[src/pbwa_pkg.sv]
`default_nettype none
package pbwa_pkg;
    // ------------------------------------------------------------
    // Widths
    // ------------------------------------------------------------
    localparam int AD_W = 32; // Bus address/data width
    localparam int QW_W = 64; // Back-end qword width
    localparam int BE_W = 4; // Command/byte-enable width
    localparam int NBAR = 2; // Number of decode windows
    localparam int FIFO_DEPTH = 16; // Write buffer depth in dwords
    localparam int TIMING_W = 2; // Select timing option width

    // ------------------------------------------------------------
    // Field positions
    // ------------------------------------------------------------
    localparam int CMD_WR_BIT = 0; // Command bit 0 set means write
    localparam int ADDR_QW_BIT = 2; // Dword-within-qword address bit
    localparam int LO_MSB = 31; // Low dword of a qword
    localparam int HI_LSB = 32; // High dword of a qword

    // ------------------------------------------------------------
    // Select timing encodings
    // ------------------------------------------------------------
    localparam logic [TIMING_W-1:0] TIMING_FAST = 2'h0;
    localparam logic [TIMING_W-1:0] TIMING_MEDIUM = 2'h1;
    localparam logic [TIMING_W-1:0] TIMING_SLOW = 2'h2;

    // ------------------------------------------------------------
    // Signal levels and reset values
    // ------------------------------------------------------------
    localparam logic ACT_N = 1'h0; // Asserted level of _n signals
    localparam logic IDLE_N = 1'h1; // Released level of _n signals
    localparam logic [AD_W-1:0] AD_RST = 32'h0000_0000;
    localparam logic [QW_W-1:0] QW_RST = 64'h0000_0000_0000_0000;

    // Target transaction progress
    typedef enum logic [2:0] {
        ST_IDLE,
        ST_DECODE,
        ST_MATCH,
        ST_DATA,
        ST_TURN,
        ST_MISS
    } pbwa_state_t;
endpackage : pbwa_pkg
`default_nettype wire

[src/pbwa_fifo_if.sv]
`timescale 1ns/1ps
`default_nettype none
// Write buffer carrier between the bridge and its FIFO
interface pbwa_fifo_if #(parameter int W = 32);
    logic push_valid; // Dword offered
    logic push_ready; // Room for one more
    logic almost_full; // One slot or less left
    logic [W-1:0] push_data; // Dword in
    logic pop_valid; // Dword available
    logic pop_ready; // Drain side takes it
    logic [W-1:0] pop_data; // Dword out
    modport fifo (input push_valid, push_data, pop_ready,
                  output push_ready, almost_full, pop_valid, pop_data);
    modport user (output push_valid, push_data, pop_ready,
                  input push_ready, almost_full, pop_valid, pop_data);
endinterface : pbwa_fifo_if
`default_nettype wire

[src/pbwa_bridge.sv]
//------------------------------------------------------------------
// Notes on behaviour
// - Qword read: drive dword after two ready cycles
// - Copy-sourced dword pulses low strobe, back-end holds
// - Dword read: high dword after a live low dword from internal copy
// - Live qword load pulses high strobe, back-end advances
// - Turnaround: float data, drop selects, clear match
// - Idle after turnaround: release select and ready
// - Second clock: show captured address to back-end
// - Third clock: window hit drives match output
// - Slow timing: select one clock after match
// - Write: target ready follows prior back-end ready
// - Write qword commit pulses high strobe
//------------------------------------------------------------------
`timescale 1ns/1ps
`default_nettype none
module pbwa_bridge (
    input wire logic core_clk_i,
    input wire logic rst_n_i,
    input wire logic frame_n_i,
    input wire logic irdy_n_i,
    input wire logic [pbwa_pkg::BE_W-1:0] cbe_i,
    input wire logic [pbwa_pkg::AD_W-1:0] ad_i,
    output logic [pbwa_pkg::AD_W-1:0] ad_o,
    output logic ad_oe_o,
    output logic devsel_n_o,
    output logic devsel_oe_o,
    output logic trdy_n_o,
    output logic trdy_oe_o,
    input wire logic [pbwa_pkg::TIMING_W-1:0] select_timing_option_i,
    input wire logic [pbwa_pkg::NBAR-1:0][pbwa_pkg::AD_W-1:0] window_base_i,
    input wire logic [pbwa_pkg::NBAR-1:0][pbwa_pkg::AD_W-1:0] window_mask_i,
    input wire logic [pbwa_pkg::NBAR-1:0] window_enable_i,
    output logic [pbwa_pkg::AD_W-1:0] local_addr_out_o,
    output logic [pbwa_pkg::NBAR-1:0] base_window_match_o,
    input wire logic backend_ready_n_i,
    input wire logic [pbwa_pkg::QW_W-1:0] local_read_data_in_i,
    output logic low_dword_xfer_n_o,
    output logic high_dword_xfer_n_o,
    output logic [pbwa_pkg::QW_W-1:0] local_write_data_out_o
);
    // ------------------------------------------------------------
    // Declarations
    // ------------------------------------------------------------
    pbwa_pkg::pbwa_state_t state_reg; // Transaction progress
    logic is_write_reg; // Captured command direction
    logic rdy_d1_reg; // Back-end ready one cycle ago
    logic half_reg; // Next read dword: 1 = high half
    logic [pbwa_pkg::AD_W-1:0] copy_reg; // Held high dword
    logic copy_valid_reg; // Copy not yet sent
    logic loaded_reg; // ad_o holds an unsent dword
    logic wait_reg; // Back-end advancing, live data stale
    logic wr_half_reg; // Next write dword lands high
    logic [pbwa_pkg::NBAR-1:0] hit; // Window decode
    logic rdy_now, xfer, last, live_ok, need_load, rd_active;
    logic load_copy, load_live, load_en, loaded_next, wr_go, pop_ok;
    logic slow_sel; // Slow select timing chosen

    pbwa_fifo_if #(.W(pbwa_pkg::AD_W)) wr_bus ();

    pbwa_fifo #(
        .WIDTH(pbwa_pkg::AD_W),
        .DEPTH(pbwa_pkg::FIFO_DEPTH)
    ) u_wr_fifo (
        .core_clk_i(core_clk_i),
        .rst_n_i(rst_n_i),
        .port(wr_bus.fifo)
    );

    // ------------------------------------------------------------
    // Handshake terms
    // ------------------------------------------------------------
    assign rdy_now = (backend_ready_n_i == pbwa_pkg::ACT_N);
    assign xfer = (state_reg == pbwa_pkg::ST_DATA) && !irdy_n_i && !trdy_n_o;
    // Frame already high on a transfer marks the final data phase
    assign last = xfer && frame_n_i;
    assign slow_sel = (select_timing_option_i == pbwa_pkg::TIMING_SLOW);
    // Fresh back-end data needs ready for two cycles in a row
    assign live_ok = rdy_now && rdy_d1_reg && !wait_reg;
    assign need_load = !loaded_reg || xfer;
    assign rd_active = (state_reg == pbwa_pkg::ST_DATA) && !is_write_reg && !last;
    assign load_copy = rd_active && need_load && half_reg && copy_valid_reg;
    assign load_live = rd_active && need_load && !(half_reg && copy_valid_reg) && live_ok;
    assign load_en = load_copy || load_live;
    assign loaded_next = load_en || (loaded_reg && !xfer);
    // Stop offering write ready before the buffer can overflow
    assign wr_go = rdy_now && !wr_bus.almost_full && !last;
    assign wr_bus.push_valid = xfer && is_write_reg;
    assign wr_bus.push_data = ad_i;
    assign wr_bus.pop_ready = rdy_now;
    assign pop_ok = wr_bus.pop_valid && wr_bus.pop_ready;

    // Per-window compare, masked bits must equal the base
    for (genvar g = 0; g < pbwa_pkg::NBAR; g++) begin : g_win
        assign hit[g] = window_enable_i[g]
            && (((local_addr_out_o ^ window_base_i[g]) & window_mask_i[g]) == '0);
    end

    // ------------------------------------------------------------
    // Transaction sequencer
    // ------------------------------------------------------------
    always_ff @(posedge core_clk_i) begin
        if (!rst_n_i) begin
            state_reg <= pbwa_pkg::ST_IDLE;
            is_write_reg <= 1'h0;
        end else begin
            case (state_reg)
                pbwa_pkg::ST_IDLE: begin
                    // Address phase: frame low with address and command
                    if (!frame_n_i) begin
                        is_write_reg <= cbe_i[pbwa_pkg::CMD_WR_BIT];
                        state_reg <= pbwa_pkg::ST_DECODE;
                    end
                end
                pbwa_pkg::ST_DECODE: begin
                    state_reg <= (|hit) ? pbwa_pkg::ST_MATCH : pbwa_pkg::ST_MISS;
                end
                pbwa_pkg::ST_MATCH: begin
                    state_reg <= pbwa_pkg::ST_DATA;
                end
                pbwa_pkg::ST_DATA: begin
                    if (last) begin
                        state_reg <= pbwa_pkg::ST_TURN;
                    end
                end
                pbwa_pkg::ST_TURN: begin
                    state_reg <= pbwa_pkg::ST_IDLE;
                end
                pbwa_pkg::ST_MISS: begin
                    // Not ours: sit out until the bus goes idle
                    if (frame_n_i && irdy_n_i) begin
                        state_reg <= pbwa_pkg::ST_IDLE;
                    end
                end
                default: begin
                    state_reg <= pbwa_pkg::ST_IDLE;
                end
            endcase
        end
    end

    // ------------------------------------------------------------
    // Address to back-end and window match
    // ------------------------------------------------------------
    always_ff @(posedge core_clk_i) begin
        if (!rst_n_i) begin
            local_addr_out_o <= pbwa_pkg::AD_RST;
            base_window_match_o <= '0;
        end else begin
            if (state_reg == pbwa_pkg::ST_IDLE && !frame_n_i) begin
                local_addr_out_o <= ad_i;
            end
            if (state_reg == pbwa_pkg::ST_DECODE) begin
                base_window_match_o <= hit;
            end else if (last || state_reg == pbwa_pkg::ST_MISS) begin
                base_window_match_o <= '0;
            end
        end
    end

    // ------------------------------------------------------------
    // Device select and target ready pins
    // ------------------------------------------------------------
    always_ff @(posedge core_clk_i) begin
        if (!rst_n_i) begin
            devsel_n_o <= pbwa_pkg::IDLE_N;
            devsel_oe_o <= 1'h0;
            trdy_n_o <= pbwa_pkg::IDLE_N;
            trdy_oe_o <= 1'h0;
        end else begin
            // Fast/medium claim with the match; slow one clock later
            if ((state_reg == pbwa_pkg::ST_DECODE && (|hit) && !slow_sel)
                || (state_reg == pbwa_pkg::ST_MATCH && slow_sel)) begin
                devsel_n_o <= pbwa_pkg::ACT_N;
                devsel_oe_o <= 1'h1;
                trdy_oe_o <= 1'h1;
            end
            if (state_reg == pbwa_pkg::ST_DATA) begin
                if (last) begin
                    devsel_n_o <= pbwa_pkg::IDLE_N;
                    trdy_n_o <= pbwa_pkg::IDLE_N;
                end else if (is_write_reg) begin
                    trdy_n_o <= wr_go ? pbwa_pkg::ACT_N : pbwa_pkg::IDLE_N;
                end else begin
                    trdy_n_o <= loaded_next ? pbwa_pkg::ACT_N : pbwa_pkg::IDLE_N;
                end
            end
            if (state_reg == pbwa_pkg::ST_TURN) begin
                devsel_oe_o <= 1'h0;
                trdy_oe_o <= 1'h0;
            end
        end
    end

    // ------------------------------------------------------------
    // Read dword steering onto the bus
    // ------------------------------------------------------------
    always_ff @(posedge core_clk_i) begin
        if (!rst_n_i) begin
            ad_o <= pbwa_pkg::AD_RST;
            ad_oe_o <= 1'h0;
            half_reg <= 1'h0;
            copy_reg <= pbwa_pkg::AD_RST;
            copy_valid_reg <= 1'h0;
            loaded_reg <= 1'h0;
            wait_reg <= 1'h0;
        end else begin
            if (state_reg == pbwa_pkg::ST_MATCH) begin
                // Start alignment comes from the captured address
                half_reg <= local_addr_out_o[pbwa_pkg::ADDR_QW_BIT];
                copy_valid_reg <= 1'h0;
                loaded_reg <= 1'h0;
                ad_oe_o <= !is_write_reg;
            end else begin
                loaded_reg <= loaded_next;
            end
            if (last) begin
                ad_oe_o <= 1'h0;
            end
            // One cycle of wait lets the back-end step its qword
            wait_reg <= load_live;
            if (load_copy) begin
                ad_o <= copy_reg;
                copy_valid_reg <= 1'h0;
                half_reg <= 1'h0;
            end else if (load_live) begin
                half_reg <= !half_reg;
                if (half_reg) begin
                    // Dword-aligned start: low half is discarded
                    ad_o <= local_read_data_in_i[pbwa_pkg::QW_W-1:pbwa_pkg::HI_LSB];
                end else begin
                    ad_o <= local_read_data_in_i[pbwa_pkg::LO_MSB:0];
                    copy_reg <= local_read_data_in_i[pbwa_pkg::QW_W-1:pbwa_pkg::HI_LSB];
                    copy_valid_reg <= 1'h1;
                end
            end
        end
    end

    // ------------------------------------------------------------
    // Write qword assembly from the buffer
    // ------------------------------------------------------------
    always_ff @(posedge core_clk_i) begin
        if (!rst_n_i) begin
            local_write_data_out_o <= pbwa_pkg::QW_RST;
            wr_half_reg <= 1'h0;
        end else begin
            // Realigned per transaction; assumes the buffer drained
            if (state_reg == pbwa_pkg::ST_MATCH && !wr_bus.pop_valid) begin
                wr_half_reg <= local_addr_out_o[pbwa_pkg::ADDR_QW_BIT];
            end else if (pop_ok) begin
                wr_half_reg <= !wr_half_reg;
                if (wr_half_reg) begin
                    local_write_data_out_o[pbwa_pkg::QW_W-1:pbwa_pkg::HI_LSB] <= wr_bus.pop_data;
                end else begin
                    local_write_data_out_o[pbwa_pkg::LO_MSB:0] <= wr_bus.pop_data;
                end
            end
        end
    end

    // ------------------------------------------------------------
    // Back-end transfer strobes, one-cycle low pulses
    // ------------------------------------------------------------
    always_ff @(posedge core_clk_i) begin
        if (!rst_n_i) begin
            low_dword_xfer_n_o <= pbwa_pkg::IDLE_N;
            high_dword_xfer_n_o <= pbwa_pkg::IDLE_N;
        end else begin
            // High pulse: qword consumed, back-end may advance
            high_dword_xfer_n_o <= (load_live || (pop_ok && wr_half_reg))
                ? pbwa_pkg::ACT_N : pbwa_pkg::IDLE_N;
            // Low pulse: held copy or low write half, back-end holds
            low_dword_xfer_n_o <= (load_copy || (pop_ok && !wr_half_reg))
                ? pbwa_pkg::ACT_N : pbwa_pkg::IDLE_N;
        end
    end

    // Back-end ready history
    always_ff @(posedge core_clk_i) begin
        if (!rst_n_i) begin
            rdy_d1_reg <= 1'h0;
        end else begin
            rdy_d1_reg <= rdy_now;
        end
    end
endmodule : pbwa_bridge
`default_nettype wire

[src/pbwa_fifo.sv]
`timescale 1ns/1ps
`default_nettype none
module pbwa_fifo #(
    parameter int WIDTH = 32,
    parameter int DEPTH = 16
) (
    input wire logic core_clk_i,
    input wire logic rst_n_i,
    pbwa_fifo_if.fifo port
);
    // Depth must be a power of two: pointers wrap by overflow
    localparam int AW = $clog2(DEPTH);
    localparam logic [AW:0] CNT_FULL = (AW+1)'(DEPTH);
    localparam logic [AW:0] CNT_ALMOST = (AW+1)'(DEPTH - 1);
    localparam logic [AW:0] CNT_ONE = (AW+1)'(1);
    localparam logic [AW-1:0] PTR_ONE = AW'(1);

    logic [WIDTH-1:0] mem_reg [DEPTH]; // Storage
    logic [AW-1:0] wr_ptr_reg; // Next slot to fill
    logic [AW-1:0] rd_ptr_reg; // Next slot to drain
    logic [AW:0] count_reg; // Occupancy
    logic push_ok; // Accepted write
    logic pop_ok; // Accepted read

    assign push_ok = port.push_valid & port.push_ready;
    assign pop_ok = port.pop_valid & port.pop_ready;
    assign port.push_ready = (count_reg != CNT_FULL);
    assign port.almost_full = (count_reg >= CNT_ALMOST);
    assign port.pop_valid = (count_reg != '0);
    assign port.pop_data = mem_reg[rd_ptr_reg];

    // ------------------------------------------------------------
    // Storage, no reset needed on data
    // ------------------------------------------------------------
    always_ff @(posedge core_clk_i) begin
        if (push_ok) begin
            mem_reg[wr_ptr_reg] <= port.push_data;
        end
    end

    // ------------------------------------------------------------
    // Pointers and occupancy
    // ------------------------------------------------------------
    always_ff @(posedge core_clk_i) begin
        if (!rst_n_i) begin
            wr_ptr_reg <= '0;
            rd_ptr_reg <= '0;
            count_reg <= '0;
        end else begin
            if (push_ok) begin
                wr_ptr_reg <= wr_ptr_reg + PTR_ONE;
            end
            if (pop_ok) begin
                rd_ptr_reg <= rd_ptr_reg + PTR_ONE;
            end
            // Simultaneous push and pop leaves the count alone
            if (push_ok && !pop_ok) begin
                count_reg <= count_reg + CNT_ONE;
            end else if (pop_ok && !push_ok) begin
                count_reg <= count_reg - CNT_ONE;
            end
        end
    end
endmodule : pbwa_fifo
`default_nettype wire

[config.mk]
export PLATFORM = sky130hd
export DESIGN_NAME = pbwa_bridge
export DESIGN_NICKNAME = d
export VERILOG_FILES = /design/src/pbwa_pkg.sv /design/src/pbwa_fifo_if.sv /design/src/pbwa_bridge.sv /design/src/pbwa_fifo.sv
export SDC_FILE = /design/constraint.sdc
export NUM_CORES = 1
export LEC_CHECK = 0
export BUFFER_PORTS_ARGS = -buffer_cell sky130_fd_sc_hd__buf_2
export CORE_MARGIN = 3
export CORE_UTILIZATION = 47
export DETAILED_ROUTE_END_ITERATION = 8
export PLACE_DENSITY = 0.67
export SLEW_MARGIN = 20
export SYNTH_ARGS = -nofsm -noshare
export SYNTH_HDL_FRONTEND = slang
export SYNTH_SLANG_ARGS = --single-unit
[constraint.sdc]
create_clock -name core_clk_i -period 6.34 [get_ports core_clk_i]
set_clock_uncertainty 0.15 [all_clocks]
set_input_delay 0.951 -clock core_clk_i [delete_from_list [all_inputs] [get_ports core_clk_i]]
set_output_delay 0.951 -clock core_clk_i [all_outputs]
set_load 0.1 [all_outputs]
== Yosys cells after proc, flatten, opt, wreduce, memory -nomap -nowiden ==
Memories as Yosys holds them, arrays and structs flattened. A register that Yosys moved wholly into a read port is not among the register bits.
Cells that the tools add are included.
Word-level totals
  register bits after elaboration: 191
  memory bits (writable): 512
  bits of input ports: 237
  output and inout bits: 137
  word-level logic and storage cells: 156
  memories: 1
Operators by class
  add/subtract/negate cells: 4
  $lt $le $gt $ge: 1
  eq/ne operators: 10
  mux-type cells: 32
  bitwise gates (word level): 13
  reduce and logical (&&, ||, !) cells: 72
Memory list
  u_wr_fifo.mem_reg: words 16, width 32, read ports 1, clocked after memory_dff 1, write ports 1, RTL line pbwa_fifo.sv:18  | logic [WIDTH-1:0] mem_reg [DEPTH];
Operator list (number)
  two-way mux 32 bit: 3
  bitwise AND 32 bit: 2
  zero test 32 bit: 2
  XOR 32 bit: 2
  logical AND 1 bit: 30
  two-way mux 1 bit: 18
  zero test 1 bit: 16
  one-hot mux 3 bit (5 select lines): 1
  two-way mux 3 bit: 4
  AND reduction 3 bit: 4
  two-way mux 5 bit: 2
  nonzero test 2 bit: 5
  OR reduction 2 bit: 5
  adder 4 x 1 -> 4 bit (second input constant): 2
  two-way mux 4 bit: 2
  logical OR 1 bit: 7
  inverter 1 bit: 7
  equality test 3 x 2 -> 1 bit (second input constant): 2
  equality test 3 bit (second input constant): 2
  inequality test 2 bit (second input constant): 3
  adder 5 x 1 -> 5 bit (second input constant): 1
  >= comparator 5 x 4 -> 1 bit (second input constant): 1
  inequality test 5 bit (second input constant): 1
  nonzero test 5 bit: 1
  7 further kinds: 9

== Depth between registers and ports, before layout ==
  word-level depth: 14
  gate-level depth with buffers: 13
  depth with buffers taken out: 13

== Cells and area by module ==
Synthesis repeated with hierarchy kept, for this count alone.
Second synthesis, totals
  cells, all modules: 1861
  area, all modules: 28215.8 um^2
Modules (own cells, without submodules)
  pbwa_fifo: times used 1, cells each 899, area an instance 20066.7 um^2
  pbwa_bridge: times used 1, cells each 962, area an instance 8149.1 um^2

== Worst setup path after synthesis ==
No wires, ideal clock.
  path type: input port to flip-flop
  start point: input irdy_n_i
  end point: memory u_wr_fifo.mem_reg[3][0] (enable)
  library setup time: 0.461 ns
  data arrival time: 3.891 ns
  slack: 1.838 ns
  cell stages on the path: 5
  buffers on the path: 1
  cells stage by stage: nor3_1 and3_1 buf_2 nand2_1 nor3_1
On the way
  word-level cells in the longest chain between the ends: 7
Ends and longest elaborated chain
  start, declared: RTL line pbwa_bridge.sv:21  | input wire logic irdy_n_i,
  zero test 1 bit: RTL line pbwa_bridge.sv:74  | assign xfer = (state_reg == pbwa_pkg::ST_DATA) && !irdy_n_i && !trdy_n_o;
  logical AND 1 bit (2 in series): RTL line pbwa_bridge.sv:74
  logical AND 1 bit: RTL line pbwa_bridge.sv:88  | assign wr_bus.push_valid = xfer && is_write_reg;
  bitwise AND 1 bit: RTL line pbwa_fifo.sv:25  | assign push_ok = port.push_valid & port.push_ready;
  named net u_wr_fifo.push_ok: RTL line pbwa_fifo.sv:22  | logic push_ok;
  two-way mux 1 bit: RTL line pbwa_fifo.sv:36  | if (push_ok) begin
  two-way mux 1 bit (not written as such): RTL line pbwa_fifo.sv:37  | mem_reg[wr_ptr_reg] <= port.push_data;
  end, declared: RTL line pbwa_fifo.sv:18
The timed path passes the listed nets, and every way through them passes these cells.

== Worst setup path after layout ==
  start point: register state_reg[0]
  end point: memory u_wr_fifo.mem_reg[15][12] (enable)
On the way
  word-level cells in the longest chain between the ends: 7
Ends and longest elaborated chain
  start, declared: RTL line pbwa_bridge.sv:45  | pbwa_pkg::pbwa_state_t state_reg;
  start signal, assigned: RTL line pbwa_bridge.sv:104  | state_reg <= pbwa_pkg::ST_IDLE;
  start signal, assigned: RTL line pbwa_bridge.sv:112  | state_reg <= pbwa_pkg::ST_DECODE;
  start signal, assigned: RTL line pbwa_bridge.sv:116  | state_reg <= (|hit) ? pbwa_pkg::ST_MATCH : pbwa_pkg::ST_MISS;
  equality test 3 x 2 -> 1 bit: RTL line pbwa_bridge.sv:74
  logical AND 1 bit (2 in series): RTL line pbwa_bridge.sv:74
  logical AND 1 bit: RTL line pbwa_bridge.sv:88
  bitwise AND 1 bit: RTL line pbwa_fifo.sv:25
  two-way mux 1 bit: RTL line pbwa_fifo.sv:36
  two-way mux 1 bit (not written as such): RTL line pbwa_fifo.sv:37
No other way between the ends.

==> results.yml <==
critical_path:
  r2r_slack_ns: 2.65
  crit_required_ns: 6.46
  crit_arrival_ns: 3.80
  crit_type: "flip-flop to flip-flop"
  critical_path.endpoint_type: "flip-flop"
  cp_max_fo: 20
  worstRegToRegCells: 6
  r2r_end: "u_wr_fifo.mem_reg[15][12]$_DFFE_PP_"
  cp-start-kind: "flip-flop"
  reg2reg_from: "state_reg[0]$_SDFFE_PN0P_"
clock_network:
  clk_path_buf_depth: 3
  cts_resized: 0
  clock_sinks: 707
  h-tree-depth: 3
  cts_post_setup_buffers_inserted: 0
  cts-root-buf: "clkbuf_16"
  clkLatencyLatePin_ns: 0.61
  ctsHoldBuffers: 0
  cts_buffers: 73
  cts_tree: "built"
  clkSlewWorstSetupHoldPaths_ns: 0.06
placed_design:
  place_hpwl_mm: 47.11
  port_buffers: 370
  dpl_worst_slack_ns: 2.329
  gp_congestion: 0.9307
grt:
  grt_util_met3_pct: 4.134
  met1_usage_pct: 32.34
  grt_pass1_vias: 16730
  grt_pass1_wl_mm: 108.3
  overflow: 0
  grt_util_all_layers_pct: 23.41
  grt_antenna_before_repair: 10
  grt_max_degree: 91
  busiest_layer: "met2"
  use_met2_pct: 37.96
synth:
  synth-main-ff-cell: "edfxtp_1"
  synth_compound_gate_area_share_pct: 5.349
  yosysSeqAreaShare_pct: 69.60
  synth_edf_count: 512
  ys_types: 55
  synth-simple-area-share_pct: 6.175
  muxShareOfSynthArea_pct: 14.41
  synth_top_area_cell: "edfxtp_1"
  ys_top_cells_by_area: "edfxtp_1, dfxtp_1, mux4_2"
  synth_area_um2: 27700
  ys_warn_count: 0
  synthAdderAreaFrac_pct: 0.4788
  synth_seq_cells: 707
  syn_area_per_cell_um2: 15.65
  synth_xor_area_share_pct: 2.340
  synthArstFlopShare_pct: 0
  synth_nets: 2017
  syn_inst: 1770
  synth_top_area_share_pct: 55.51
  synth_top_family_by_area: "multiplexers"
sta:
  fmax_mhz: 271.3
  min_period_ns: 3.686
  worst_pin_slew_ns: 1.058
  setup-tns-final_ns: 0
  slew_headroom_pct: 29.46
  finalMaxSlewViolations: 0
  grt_setup_unrepaired: "false"
  post-route-period-util_pct: 58.14
  finalSetupViolations: 0
  hold_viol_final: 0
  setup_ws_ns: 2.654
pwr:
  max-vdd-ir-drop_mv: 0.2795
  p_sw_share_pct: 30.59
  seqPwrFrac_pct: 42.7
  p_int_w: 0.008638
  power_frac_comb_pct: 23.3
  p_per_area_nw_per_um2: 378.4
  power.switching_w: 0.003808
  p_leak_nw: 11.60
  p_clk_share_pct: 34.0
detailed_routing:
  first_pass_iters: 8
  drt_iter0_markers: 1718
  drc_errors: 0
  drtAntennaViolNets: 0
  wl_per_cell_um: 24.83
  num_vias: 17076
  avgViaCountPerCell: 5.740
  totalWireLength_mm: 73.87
floorplan:
  die_w_um: 248.8
  rows: 88
  initial_utilization_pct: 47.73
  design.die.area_um2: 61880
  core_area_um2: 58030
  ios: 374
  die_h_um: 248.8
final_layout:
  syn_to_final_growth_pct: 18.75
  mostFrequentLayoutCell: "edfxtp_1"
  layout-drive-gt1-share_pct: 33.00
  fin_nets: 2396
  largest_reg_flops: 512
  final_cell_mix: "edfxtp_1, buf_2, nand2_1"
worst_hold_path:
  hold_class: "flip-flop to flip-flop"
  hp-start: "local_write_data_out_o[12]$_SDFFE_PN0P_"
  min_to: "local_write_data_out_o[12]$_SDFFE_PN0P_"
  whs_path_depth: 2
outcome:
  status: "finished, final reports clean"
job:
  max_cap_viol_count: 0
-- layer usage --
layer	share of wire (%)	wire length [um]	vias up
li1	-	-	7522
met1	41	30630	8815
met2	49	36430	597
met3	6.0	4459	134
met4	3.1	2301	8
met5	0.070	52	-
-- worst max-delay path, stage by stage (launching register included) --
cell,delay [ns]
dfxtp_1,0.55
nand3b_1,0.22
nor3_1,0.36
and3_1,0.48
nand2_1,0.33
nor2_4,0.83
buf_4,0.42
-- area by class of cell --
class	count	area, um^2
fill	4550	25130
clock buffer	98	2081
tap	765	957.2
clock inverter	34	290.3
antenna	4	10.01
multi-input combinational	955	8088
inverter	7	28.78
timing repair buffer	405	2147
sequential	707	19290
-- cell usage after synthesis (all sizes together), types with 6 or more instances --
| cell | number |
|---|---|
| dfxtp | 195 |
| clkbuf | 65 |
| inv | 7 |
| nand4 | 10 |
| o21ai | 34 |
| ha | 9 |
| nor3 | 11 |
| nor2 | 71 |
| nand2b | 6 |
| xor2 | 70 |
| o22ai | 32 |
| mux2 | 31 |
| nand3 | 6 |
| a22oi | 30 |
| buf | 36 |
| a21oi | 144 |
| edfxtp | 512 |
| nand2 | 290 |
| mux4 | 160 |
-- how the worst max path moves through the flow --
| stage | cells after the start | endpoint | slack (ns) | startpoint |
|---|---|---|---|---|
| after floorplan | 5 | u_wr_fifo.mem_reg[3][0]$_DFFE_PP_ | 1.84 | irdy_n_i |
| after global placement | 6 | u_wr_fifo.mem_reg[15][6]$_DFFE_PP_ | 2.40 | irdy_n_i |
| after detailed placement | 6 | u_wr_fifo.mem_reg[15][6]$_DFFE_PP_ | 2.33 | irdy_n_i |
| after CTS | 6 | u_wr_fifo.mem_reg[15][10]$_DFFE_PP_ | 2.64 | state_reg[0]$_SDFFE_PN0P_ |
| after global routing | 6 | u_wr_fifo.mem_reg[15][12]$_DFFE_PP_ | 2.43 | state_reg[0]$_SDFFE_PN0P_ |
| final | 6 | u_wr_fifo.mem_reg[15][12]$_DFFE_PP_ | 2.65 | state_reg[0]$_SDFFE_PN0P_ |
-- per-stage QoR --
| stage | hold slack [ns] | cell area, um^2 | total power [W] | util [%] | cells |
|---|---|---|---|---|---|
| 2_1_floorplan | 0.2832 | 27700 | 0.007593 | - | 1770 |
| 3_3_place_gp | 0.2889 | 30480 | 0.008287 | 52.53 | 2838 |
| 3_5_place_dp | 0.2961 | 30480 | 0.008322 | 52.53 | 2838 |
| 4_1_cts | 0.3050 | 32850 | 0.01253 | 56.61 | 2970 |
| 5_1_grt | 0.3220 | 32880 | 0.01290 | 56.67 | 2972 |
| 6_report | 0.3015 | 32890 | 0.01245 | 56.68 | 2975 |
-- power groups by stage --
stage / Clock, W / Sequential (W) / Combinational (W)
2_1_floorplan: 0 / 0.00608 / 0.00151
3_3_place_gp: 0 / 0.00548 / 0.00281
3_5_place_dp: 0 / 0.00548 / 0.00284
4_1_cts: 0.00430 / 0.00538 / 0.00285
5_1_grt: 0.00448 / 0.00534 / 0.00308
6_report: 0.00423 / 0.00532 / 0.00290
-- cell families after synthesis --
group / Yosys count
DFF: 707
and+or+nand+nor: 415
AOI/OAI and AO/OA: 261
muxes: 195
buffers and inverters: 108
xor gates and xnor gates: 74
adders and majority gates: 10
Power figures use the tool's default switching activity.
